## src/asrb_pkg.sv

```systemverilog
// Constants for the asynchronous serial block: register map, bit fields, resets, timing.
// Assumes an 8-bit register port and a 250 MHz core clock feeding the bit-rate dividers.
package asrb_pkg;
	// Register addresses on the plain register port
	localparam logic [7:0] ADDR_FLAG = 8'h50;
	localparam logic [7:0] ADDR_DATA = 8'h51;
	localparam logic [7:0] ADDR_BAUD = 8'h52;
	localparam logic [7:0] ADDR_CHAR = 8'h53;
	localparam logic [7:0] ADDR_IRQ = 8'h54;
	localparam logic [7:0] ADDR_RXFINE = 8'h55;
	localparam logic [7:0] ADDR_TXFINE = 8'h57;

	// Flag vector index; flag_bank bit = index + 1, bit 0 reads zero
	localparam int F_VAC = 6;
	localparam int F_DONE = 5;
	localparam int F_FULL = 4;
	localparam int F_IDLE = 3;
	localparam int F_LOST = 2;
	localparam int F_NOISE = 1;
	localparam int F_FRAME = 0;
	localparam logic [6:0] RX_FLAG_MASK = 7'h1f;
	localparam logic [6:0] TX_FLAG_MASK = 7'h60;

	// char_ctl fields
	localparam int C_RX9 = 7;
	localparam int C_TX9 = 6;
	localparam int C_NINE = 4;
	localparam int C_ROUSE = 3;

	// irq_ctl fields
	localparam int I_TXVOID = 7;
	localparam int I_TXDONE = 6;
	localparam int I_RX = 5;
	localparam int I_IDLE = 4;
	localparam int I_TXON = 3;
	localparam int I_RXON = 2;
	localparam int I_SILENT = 1;
	localparam int I_BRK = 0;

	// baud_div fields
	localparam int B_PRE_HI = 7;
	localparam int B_PRE_LO = 6;
	localparam int B_TX_HI = 5;
	localparam int B_TX_LO = 3;
	localparam int B_RX_HI = 2;
	localparam int B_RX_LO = 0;

	// Reset values
	localparam logic [7:0] FLAG_RST = 8'hc0;
	localparam logic [7:0] IRQ_RST = 8'h00;
	localparam logic [7:0] BAUD_RST = 8'h00;
	localparam logic [7:0] CHAR_RST = 8'h00;
	localparam logic [7:0] FINE_RST = 8'h00;

	// First prescaler factors, selected by baud_first_div
	localparam logic [11:0] PRE_F0 = 12'h001;
	localparam logic [11:0] PRE_F1 = 12'h003;
	localparam logic [11:0] PRE_F2 = 12'h004;
	localparam logic [11:0] PRE_F3 = 12'h00d;

	// Bit timing: 16 sub-ticks per bit; conventional rate is 32 x, so 2 core clocks per
	// first-prescaler unit per sub-tick
	localparam logic [3:0] SUB_LAST = 4'hf;
	localparam logic [3:0] SUB_S0 = 4'h7;
	localparam logic [3:0] SUB_S1 = 4'h8;
	localparam logic [3:0] SUB_S2 = 4'h9;
	localparam int CONV_SHIFT = 1;
	localparam logic [3:0] FRAME_BITS8 = 4'ha;
	localparam logic [3:0] FRAME_BITS9 = 4'hb;
	localparam logic [3:0] DATA_LAST8 = 4'h7;
	localparam logic [3:0] DATA_LAST9 = 4'h8;
	localparam logic [7:0] IDLE_SUBS8 = 8'ha0;
	localparam logic [7:0] IDLE_SUBS9 = 8'hb0;
endpackage

```

## src/asrb_top.sv

```systemverilog
// Asynchronous serial transceiver with flag bank, frame control, data port and bit-rate dividers.
// Assumes a register master on clock_i and a remote transceiver on the rx and tx pins.
//
// What this block does
// - Set tx_buf_vacant when holding data moves to shift register; clear by flag read, data write.
// - Never move holding data to the shift register while tx_buf_vacant is set.
// - Set tx_done after any data, preamble or break frame; clear by flag read, data write.
// - Set rx_full when a word reaches rx_holding_buf; clear on rx_on low or read sequence.
// - Idle flag sets once per received word, never on an idle that wakes the receiver.
// - Word arriving while rx_full set raises rx_lost_flag; holding buffer keeps old word.
// - Noise on a frame sets noise_flag together with rx_full, no own interrupt.
// - Bad stop or break sets framing_flag; with overrun only rx_lost_flag is set.
// - rx_on low clears all receive flags; flag read then data read clears them too.
// - One interrupt output from the four enables and their flags.
// - Frame is start bit, eight or nine data bits, one stop bit.
// - Ninth received bit goes to rx_ninth_bit; ninth sent bit comes from tx_ninth_bit.
// - rouse_kind selects wake on idle line (0) or address mark (1).
// - tx_on enables transmitter and hands the tx pin to the serial function.
// - tx_on low then high during a frame queues a preamble after it.
// - rx_on enables receiver, which hunts for a start bit.
// - rx_silent mutes the receiver; hardware clears it on the wake-up event.
// - brk_send high sends breaks; a pulse on it sends one break after current word.
// - Data port write loads tx_holding_buf; read returns rx_holding_buf.
// - baud_first_div codes 0..3 give factors 1, 3, 4, 13.
// - Transmit divisor is two to tx_div_code unless tx_fine_div is nonzero.
// - Receive divisor is two to rx_div_code unless rx_fine_div is nonzero.
// - Conventional rate is core clock over 32 times prefactor times divisor.
// - Nonzero fine divider gives core clock over 16 times its value; resets to zero.
// - Line data travels least significant bit first.
`timescale 1ns/10ps
module asrb_top (
	input wire logic clock_i,
	input wire logic reset_n_i,
	input wire logic [7:0] addr_i,
	input wire logic [7:0] wr_data_i,
	input wire logic wr_i,
	input wire logic rd_i,
	output logic [7:0] rd_data_o,
	input wire logic rx_pin_i,
	output logic tx_pin_o,
	output logic tx_pin_en_o,
	output logic irq_o
);
	typedef enum logic [1:0] {RX_HUNT, RX_START, RX_DATA, RX_STOP} asrb_rx_state_t;

	typedef struct packed {
		logic [7:0] rd_data;
		logic irq;
		logic [6:0] flags;
		logic [6:0] arm;
		logic [7:0] irq_ctl;
		logic [7:0] baud;
		logic [7:0] tx_fine;
		logic [7:0] rx_fine;
		logic rx9;
		logic tx9;
		logic nine;
		logic rouse;
		logic [7:0] tx_hold;
		logic [7:0] rx_hold;
		logic [1:0] sync;
		logic [11:0] tx_cnt;
		logic [11:0] rx_cnt;
		logic tx_busy;
		logic [3:0] tx_sub;
		logic [3:0] tx_bits;
		logic [10:0] tx_shift;
		logic tx_line;
		logic pre_pend;
		logic brk_pend;
		asrb_rx_state_t rx_state;
		logic [3:0] rx_sub;
		logic [3:0] rx_bits;
		logic [8:0] rx_shift;
		logic v0;
		logic v1;
		logic rx_noise;
		logic [7:0] idle_cnt;
		logic idle_armed;
	} asrb_state_t;

	asrb_state_t q;
	asrb_state_t next_q;

	logic [11:0] pre;
	logic [11:0] tx_per;
	logic [11:0] rx_per;
	logic tx_tick;
	logic rx_tick;
	logic line;
	logic maj;
	logic noisy;
	logic keep_word;
	logic load_data;
	logic word_done;
	logic idle_evt;
	logic [7:0] idle_subs;

	always_comb
	begin
		next_q = q;
		load_data = 1'b0;
		word_done = 1'b0;
		idle_evt = 1'b0;
		keep_word = 1'b0;
		line = q.sync[1];
		next_q.sync = {q.sync[0], rx_pin_i};
		idle_subs = q.nine ? asrb_pkg::IDLE_SUBS9 : asrb_pkg::IDLE_SUBS8;

		// Bit-rate dividers produce one sub-tick per sixteenth of a bit
		unique case (q.baud[asrb_pkg::B_PRE_HI:asrb_pkg::B_PRE_LO])
			2'b00: pre = asrb_pkg::PRE_F0;
			2'b01: pre = asrb_pkg::PRE_F1;
			2'b10: pre = asrb_pkg::PRE_F2;
			2'b11: pre = asrb_pkg::PRE_F3;
		endcase
		tx_per = (q.tx_fine != 8'h00) ? {4'h0, q.tx_fine} :
			12'((pre << asrb_pkg::CONV_SHIFT) << q.baud[asrb_pkg::B_TX_HI:asrb_pkg::B_TX_LO]);
		rx_per = (q.rx_fine != 8'h00) ? {4'h0, q.rx_fine} :
			12'((pre << asrb_pkg::CONV_SHIFT) << q.baud[asrb_pkg::B_RX_HI:asrb_pkg::B_RX_LO]);
		// Compare with >= so a divisor shrunk mid-count cannot strand the counter
		tx_tick = q.tx_cnt >= (tx_per - 12'h001);
		rx_tick = q.rx_cnt >= (rx_per - 12'h001);
		next_q.tx_cnt = tx_tick ? 12'h000 : q.tx_cnt + 12'h001;
		next_q.rx_cnt = rx_tick ? 12'h000 : q.rx_cnt + 12'h001;

		// Register reads: data stands one cycle after the strobe only
		next_q.rd_data = 8'h00;
		if (rd_i)
		begin
			unique case (addr_i)
				asrb_pkg::ADDR_FLAG: next_q.rd_data = {q.flags, 1'b0};
				asrb_pkg::ADDR_DATA: next_q.rd_data = q.rx_hold;
				asrb_pkg::ADDR_BAUD: next_q.rd_data = q.baud;
				asrb_pkg::ADDR_CHAR: next_q.rd_data = {q.rx9, q.tx9, 1'b0, q.nine, q.rouse, 3'b000};
				asrb_pkg::ADDR_IRQ: next_q.rd_data = q.irq_ctl;
				asrb_pkg::ADDR_RXFINE: next_q.rd_data = q.rx_fine;
				asrb_pkg::ADDR_TXFINE: next_q.rd_data = q.tx_fine;
				default: next_q.rd_data = 8'h00;
			endcase
			if (addr_i == asrb_pkg::ADDR_FLAG)
				next_q.arm = q.flags;
			if (addr_i == asrb_pkg::ADDR_DATA)
			begin
				next_q.flags = q.flags & ~(q.arm & asrb_pkg::RX_FLAG_MASK);
				next_q.arm = 7'h00;
			end
		end
		if (wr_i)
		begin
			unique case (addr_i)
				asrb_pkg::ADDR_DATA:
				begin
					next_q.tx_hold = wr_data_i;
					next_q.flags = q.flags & ~(q.arm & asrb_pkg::TX_FLAG_MASK);
					next_q.arm = 7'h00;
				end
				asrb_pkg::ADDR_BAUD: next_q.baud = wr_data_i;
				asrb_pkg::ADDR_CHAR:
				begin
					next_q.tx9 = wr_data_i[asrb_pkg::C_TX9];
					next_q.nine = wr_data_i[asrb_pkg::C_NINE];
					next_q.rouse = wr_data_i[asrb_pkg::C_ROUSE];
				end
				asrb_pkg::ADDR_IRQ:
				begin
					next_q.irq_ctl = wr_data_i;
					// Re-enable while a frame is on the line queues a preamble
					if (wr_data_i[asrb_pkg::I_TXON] && !q.irq_ctl[asrb_pkg::I_TXON] && q.tx_busy)
						next_q.pre_pend = 1'b1;
					if (wr_data_i[asrb_pkg::I_BRK])
						next_q.brk_pend = 1'b1;
				end
				asrb_pkg::ADDR_RXFINE: next_q.rx_fine = wr_data_i;
				asrb_pkg::ADDR_TXFINE: next_q.tx_fine = wr_data_i;
				default: next_q.tx_hold = q.tx_hold;
			endcase
		end

		// Transmitter; hardware sets come after the software clears so a set wins
		if (q.tx_busy)
		begin
			if (tx_tick)
			begin
				next_q.tx_sub = q.tx_sub + 4'h1;
				if (q.tx_sub == asrb_pkg::SUB_LAST)
				begin
					next_q.tx_shift = {1'b1, q.tx_shift[10:1]};
					next_q.tx_bits = q.tx_bits - 4'h1;
					if (q.tx_bits == 4'h1)
					begin
						next_q.tx_busy = 1'b0;
						next_q.flags[asrb_pkg::F_DONE] = 1'b1;
					end
				end
			end
		end
		else if (q.irq_ctl[asrb_pkg::I_TXON])
		begin
			next_q.tx_sub = 4'h0;
			next_q.tx_bits = q.nine ? asrb_pkg::FRAME_BITS9 : asrb_pkg::FRAME_BITS8;
			if (q.brk_pend || q.irq_ctl[asrb_pkg::I_BRK])
			begin
				next_q.tx_shift = 11'h000;
				next_q.brk_pend = 1'b0;
				next_q.tx_busy = 1'b1;
			end
			else if (q.pre_pend)
			begin
				next_q.tx_shift = 11'h7ff;
				next_q.pre_pend = 1'b0;
				next_q.tx_busy = 1'b1;
			end
			else if (!q.flags[asrb_pkg::F_VAC])
			begin
				load_data = 1'b1;
				next_q.tx_shift = {1'b1, q.nine ? q.tx9 : 1'b1, q.tx_hold, 1'b0};
				next_q.flags[asrb_pkg::F_VAC] = 1'b1;
				next_q.tx_busy = 1'b1;
			end
		end
		next_q.tx_line = next_q.tx_busy ? next_q.tx_shift[0] : 1'b1;

		// Receiver: three votes around mid-bit; a false start returns to hunting
		maj = (q.v0 & q.v1) | (q.v0 & line) | (q.v1 & line);
		noisy = !((q.v0 == q.v1) && (q.v1 == line));
		if (!q.irq_ctl[asrb_pkg::I_RXON])
		begin
			next_q.rx_state = RX_HUNT;
			next_q.idle_cnt = 8'h00;
			next_q.flags = next_q.flags & ~asrb_pkg::RX_FLAG_MASK;
		end
		else if (rx_tick)
		begin
			if ((q.rx_state == RX_HUNT) && line)
			begin
				if (q.idle_cnt != idle_subs)
					next_q.idle_cnt = q.idle_cnt + 8'h01;
				idle_evt = q.idle_cnt == (idle_subs - 8'h01);
			end
			else
				next_q.idle_cnt = 8'h00;
			if (idle_evt)
			begin
				if (q.irq_ctl[asrb_pkg::I_SILENT])
				begin
					if (!q.rouse)
						next_q.irq_ctl[asrb_pkg::I_SILENT] = 1'b0;
				end
				else if (q.idle_armed)
				begin
					next_q.flags[asrb_pkg::F_IDLE] = 1'b1;
					next_q.idle_armed = 1'b0;
				end
			end
			if (q.rx_state == RX_HUNT)
			begin
				if (!line)
				begin
					next_q.rx_state = RX_START;
					next_q.rx_sub = 4'h0;
					next_q.rx_noise = 1'b0;
				end
			end
			else
			begin
				next_q.rx_sub = q.rx_sub + 4'h1;
				if (q.rx_sub == asrb_pkg::SUB_S0)
					next_q.v0 = line;
				if (q.rx_sub == asrb_pkg::SUB_S1)
					next_q.v1 = line;
				if (q.rx_sub == asrb_pkg::SUB_S2)
				begin
					next_q.rx_noise = q.rx_noise | noisy;
					if ((q.rx_state == RX_START) && maj)
						next_q.rx_state = RX_HUNT;
					if (q.rx_state == RX_DATA)
						next_q.rx_shift = {maj, q.rx_shift[8:1]};
					if (q.rx_state == RX_STOP)
					begin
						word_done = 1'b1;
						next_q.rx_state = RX_HUNT;
					end
				end
				if (q.rx_sub == asrb_pkg::SUB_LAST)
				begin
					if (q.rx_state == RX_START)
					begin
						next_q.rx_state = RX_DATA;
						next_q.rx_bits = 4'h0;
					end
					else if (q.rx_state == RX_DATA)
					begin
						next_q.rx_bits = q.rx_bits + 4'h1;
						if (q.rx_bits == (q.nine ? asrb_pkg::DATA_LAST9 : asrb_pkg::DATA_LAST8))
							next_q.rx_state = RX_STOP;
					end
				end
			end
		end

		// Finished word; the top shift bit is the msb in both word lengths
		if (word_done)
		begin
			keep_word = !q.irq_ctl[asrb_pkg::I_SILENT] || (q.rouse && q.rx_shift[8]);
			if (q.irq_ctl[asrb_pkg::I_SILENT] && keep_word)
				next_q.irq_ctl[asrb_pkg::I_SILENT] = 1'b0;
			if (keep_word)
			begin
				if (q.flags[asrb_pkg::F_FULL])
					next_q.flags[asrb_pkg::F_LOST] = 1'b1;
				else
				begin
					next_q.rx_hold = q.nine ? q.rx_shift[7:0] : q.rx_shift[8:1];
					if (q.nine)
						next_q.rx9 = q.rx_shift[8];
					next_q.flags[asrb_pkg::F_FULL] = 1'b1;
					next_q.flags[asrb_pkg::F_NOISE] = next_q.flags[asrb_pkg::F_NOISE] |
						q.rx_noise | noisy;
					next_q.flags[asrb_pkg::F_FRAME] = next_q.flags[asrb_pkg::F_FRAME] | !maj;
					next_q.idle_armed = 1'b1;
				end
			end
		end

		next_q.irq = (next_q.irq_ctl[asrb_pkg::I_TXVOID] & next_q.flags[asrb_pkg::F_VAC]) |
			(next_q.irq_ctl[asrb_pkg::I_TXDONE] & next_q.flags[asrb_pkg::F_DONE]) |
			(next_q.irq_ctl[asrb_pkg::I_RX] &
			(next_q.flags[asrb_pkg::F_FULL] | next_q.flags[asrb_pkg::F_LOST])) |
			(next_q.irq_ctl[asrb_pkg::I_IDLE] & next_q.flags[asrb_pkg::F_IDLE]);
	end

	always_ff @(posedge clock_i or negedge reset_n_i)
	begin
		if (!reset_n_i)
		begin
			q <= '0;
			q.flags <= asrb_pkg::FLAG_RST[7:1];
			q.irq_ctl <= asrb_pkg::IRQ_RST;
			q.baud <= asrb_pkg::BAUD_RST;
			q.tx_fine <= asrb_pkg::FINE_RST;
			q.rx_fine <= asrb_pkg::FINE_RST;
			q.rx9 <= asrb_pkg::CHAR_RST[asrb_pkg::C_RX9];
			q.tx9 <= asrb_pkg::CHAR_RST[asrb_pkg::C_TX9];
			q.nine <= asrb_pkg::CHAR_RST[asrb_pkg::C_NINE];
			q.rouse <= asrb_pkg::CHAR_RST[asrb_pkg::C_ROUSE];
			q.sync <= 2'b11;
			q.tx_line <= 1'b1;
			q.rx_state <= RX_HUNT;
		end
		else
			q <= next_q;
	end

	assign rd_data_o = q.rd_data;
	assign irq_o = q.irq;
	assign tx_pin_o = q.tx_line;
	assign tx_pin_en_o = q.irq_ctl[asrb_pkg::I_TXON];
endmodule

```

## config.mk

```make
export PLATFORM = sky130hd
export DESIGN_NAME = asrb_top
export DESIGN_NICKNAME = d
export VERILOG_FILES = /design/src/asrb_pkg.sv /design/src/asrb_top.sv
export SDC_FILE = /design/constraint.sdc
export NUM_CORES = 1
export LEC_CHECK = 0
export BUFFER_PORTS_ARGS = -buffer_cell sky130_fd_sc_hd__clkbuf_2
export CAP_MARGIN = 10
export CORE_ASPECT_RATIO = 1.25
export CORE_MARGIN = 10
export CORE_UTILIZATION = 50
export CTS_BUF_LIST = sky130_fd_sc_hd__clkbuf_8
export DETAILED_ROUTE_END_ITERATION = 7
export PLACE_DENSITY = 0.69
export SYNTH_ARGS = -nofsm -noshare
export SYNTH_HDL_FRONTEND = slang
export SYNTH_SLANG_ARGS = --single-unit
export TNS_END_PERCENT = 1
```

## constraint.sdc

```tcl
create_clock -name clock_i -period 4.1 [get_ports clock_i]
set_clock_uncertainty 0.1 [all_clocks]
set_input_delay 0.615 -clock clock_i [delete_from_list [all_inputs] [get_ports clock_i]]
set_output_delay 0.615 -clock clock_i [all_outputs]
set_load 0.02 [all_outputs]
```

==> run summary <==
status = complete, but fails checks
violated checks = negative setup slack
crit path capture type = flop
largest family of logic cells by synthesized area = simple AND/OR/NAND/NOR gates
H-tree depth = 4
Seq cells post-synth = 155
FMAX = 241 MHz
Crit Path Category = reg -> reg
Post-Synth XOR/XNOR Area = 3.24%
Net Sw Power = 0.00133 W
Hold WS = 0.110 ns
later-pin clock latency in the skew report = 0.46 ns
global placement routability congestion = 0.878
initial DRC count = 449
Req. time, crit path = 4.39 ns
RSZ-0062 raised after global routing = yes
Synth area leaders = dfrtp_1 (41%), mux2_2 (6.7%), ha_1 (6.0%)
Data arrival, critical path = 4.44 ns
Synth Warn # = 0
total power draw = 0.00398 W
Ant. Diodes = 0
Max-Cap Viols = 0
WL final = 22400 um
post-synth top area share = 40.9%
DR vias/cell = 5.85
worst-case reg-to-reg path depth = 17
Clock Tree Root = clkbuf_8
Layout Nets = 1108
synthesized net count = 1014
Slew headroom = 34.1%
initial antenna violation count = 0
total number of vias = 7517
Layout area overhead = 15.6%
Async S/R FF share, synth = 100%
switching share of power = 33.3%
syn_area_per_cell = 9.67 sq um
Sequential Area = 3890 sq um
GRT Total Usage = 18.9%
wl on met1 = 9730 um
post-layout min period = 4.15 ns
Crit Path Max Fanout = 7
Die ar. = 24200 sq um
Max Slew Vio Count = 0
CTS max path bufs = 2
final std cells w/o fill = 1284
global-route wire length before repair = 37600 um
Place WS = -0.153 ns
vias in the first global route = 7529
layout cells sized above 1 = 24.5%
met3 wire length = 875 um
clock network fraction of total power = 27.8%
most common cell after layout, fill and taps aside = dfrtp_1
Die Width = 141 um
drt first pass iters = 5
ys flop type = dfrtp_1
IO Pins = 32
Final Hold Vio Count = 0
adder-cell share of the synthesized area = 6.11%
Leak = 4.82 nW
Post-Place Cells = 1251
Routed Antenna Nets = 0
post-synthesis compound-gate area fraction = 13.8%
most frequent cells in the layout = dfrtp_1 (147), nor2_1 (88), buf_4 (86)
DR WL met2 = 11200 um
EDFF count, synth = 0
num rows = 55
Synth Instances = 949
library cells used by synthesis = 86
combinational power share = 25.1%
mux share of post-synthesis cell area = 9.39%
simple logic cell fraction of the synthesized area = 21.4%
Seq/Total Area, Yosys = 42.3%
Reg power frac = 47.1%
Int Pwr = 0.00265 W
Final Setup Violations = 6
Power Density = 374 nW/um^2
DR WL/cell = 17.4 um
dpl hpwl = 16200 um
Synth area leader = dfrtp_1
crit start category = flop
# fillers = 1571
Worst-path clk slew = 0.08 ns
# DRC = 0
core area = 18100 sq um
largest net degree at the start of global routing = 89
final worst setup slack = -0.0544 ns
cts bufs inserted = 17
# port buffers = 31
Initial Utilization = 50.7%
CTS tree = built
Min-Delay Path Class = in -> async
Die Ht = 171 um
Cell Area, Synth = 9180 sq um
multi-input logic area = 5100 sq um
Worst-Margin Slew = 0.981 ns
top routing layer in use = met4
grt total ovfl = 0
worst vdd ir = 0.232 mV
Final period util = 101%
CTS sink cnt = 155
[critical path, stage by stage, from the launching register on]
cell and delay [ns]:
dfrtp_1 0.39, or3_4 0.43, nor4_4 0.34, buf_4 0.18, a221oi_2 0.06, nand2_1 0.12
nor3_2 0.06, nand3_1 0.10, mux2_4 0.32, ha_4 0.27, and4_4 0.22, nand2_2 0.05
or4_4 0.46, nand3_4 0.16, buf_6 0.13, nand3_4 0.07, or4b_4 0.50, a21oi_2 0.14
[final timing paths]
path | start | to | slack, ns
min in group clock_i | rx_pin_i | next_q[79] | 0.13
hold reg to reg | next_q[79] | line | 0.26
setup reg to reg | q[100] | q[3] | -0.05
hold / removal | reset_n_i | q[76] | 0.11
max in group asynchronous | reset_n_i | q[85] | 2.88
setup / recovery | q[100] | q[3] | -0.05
[cell families (layout without fill, tap and decap cells)]
kind of cell,Yosys count,after routing
buffers and inverters,77,184
adder cells (fa/ha/maj),45,45
AO/OA/AOI/OAI,198,198
XOR/XNOR,34,34
flip-flops,155,155
AND/OR/NAND/NOR,361,361
multiplexers,79,79
[layer usage]
metal,vias to the layer above,GRT usage [%]
li1,3619,-
met1,3663,23.1
met2,192,32.6
met3,43,2.84
met4,0,7.42
met5,-,0
[stage by stage]
step                      area, sq um  TNS [ns]  util (%)
final                           10600    -0.185      58.7
after global routing            10600     -4.82      58.7
after CTS                       10500    -0.196      58.3
after detailed placement        10100     -1.88      55.7
after global placement          10100     -1.32      55.7
after floorplan                  9190         0         -
[final cells by class]
cell class | instances | area share (%)
inverter | 31 | 1.10
sequential | 155 | 36.6
tap | 228 | 2.69
timing repair buffer | 121 | 8.06
multi-input combinational | 717 | 48.0
clock buffer | 18 | 2.33
clock inverter | 14 | 1.15
[Yosys cell counts, types with 3 or more instances]
cell	instances
dfrtp_1	150
nor2_1	88
nand2_1	78
a21oi_1	56
mux2_2	55
nand3_1	54
o21ai_0	48
ha_1	44
inv_1	30
clkbuf_1	24
mux2i_1	22
nor3_1	22
and3_1	20
xor2_1	19
nor2b_1	17
xnor2_1	15
a31oi_1	14
nand2b_1	12
buf_2	11
or3_1	11
a211oi_1	10
a22o_1	10
buf_4	8
a22oi_1	7
o22ai_1	7
a221oi_1	5
dfstp_2	5
nand4_1	5
o31ai_1	5
a21o_1	4
and4_1	4
nand3b_1	4
nand4b_1	4
nor3b_1	4
a221o_1	3
and2_1	3
nor3_2	3
nor4_1	3
nor4_4	3
o211ai_1	3
o21a_1	3
or4_1	3
[power by group through the flow]
stage | sequential, W | combinational, W | clock (W)
4_1_cts | 0.00187 | 0.000997 | 0.00113
3_3_place_gp | 0.00189 | 0.000941 | 0
5_1_grt | 0.00190 | 0.00112 | 0.00119
6_report | 0.00187 | 0.000998 | 0.00110
3_5_place_dp | 0.00190 | 0.000967 | 0
2_1_floorplan | 0.00183 | 0.000663 | 0
[registers in the layout (all words and copies together) (netlist names)]
register and cells:
q 142, rd_data_o 8, irq_o 1, line 1
next_q 1, tx_pin_en_o 1, tx_pin_o 1
[repair_timing]
item,4_1_cts,5_1_grt
hold endpoints to repair,0,0
setup endpoints to repair,29,69
buffers inserted,1,0
gates resized for setup,17,20
hold buffers,0,0
pin swaps,2,8
Power figures use the tool's default switching activity.
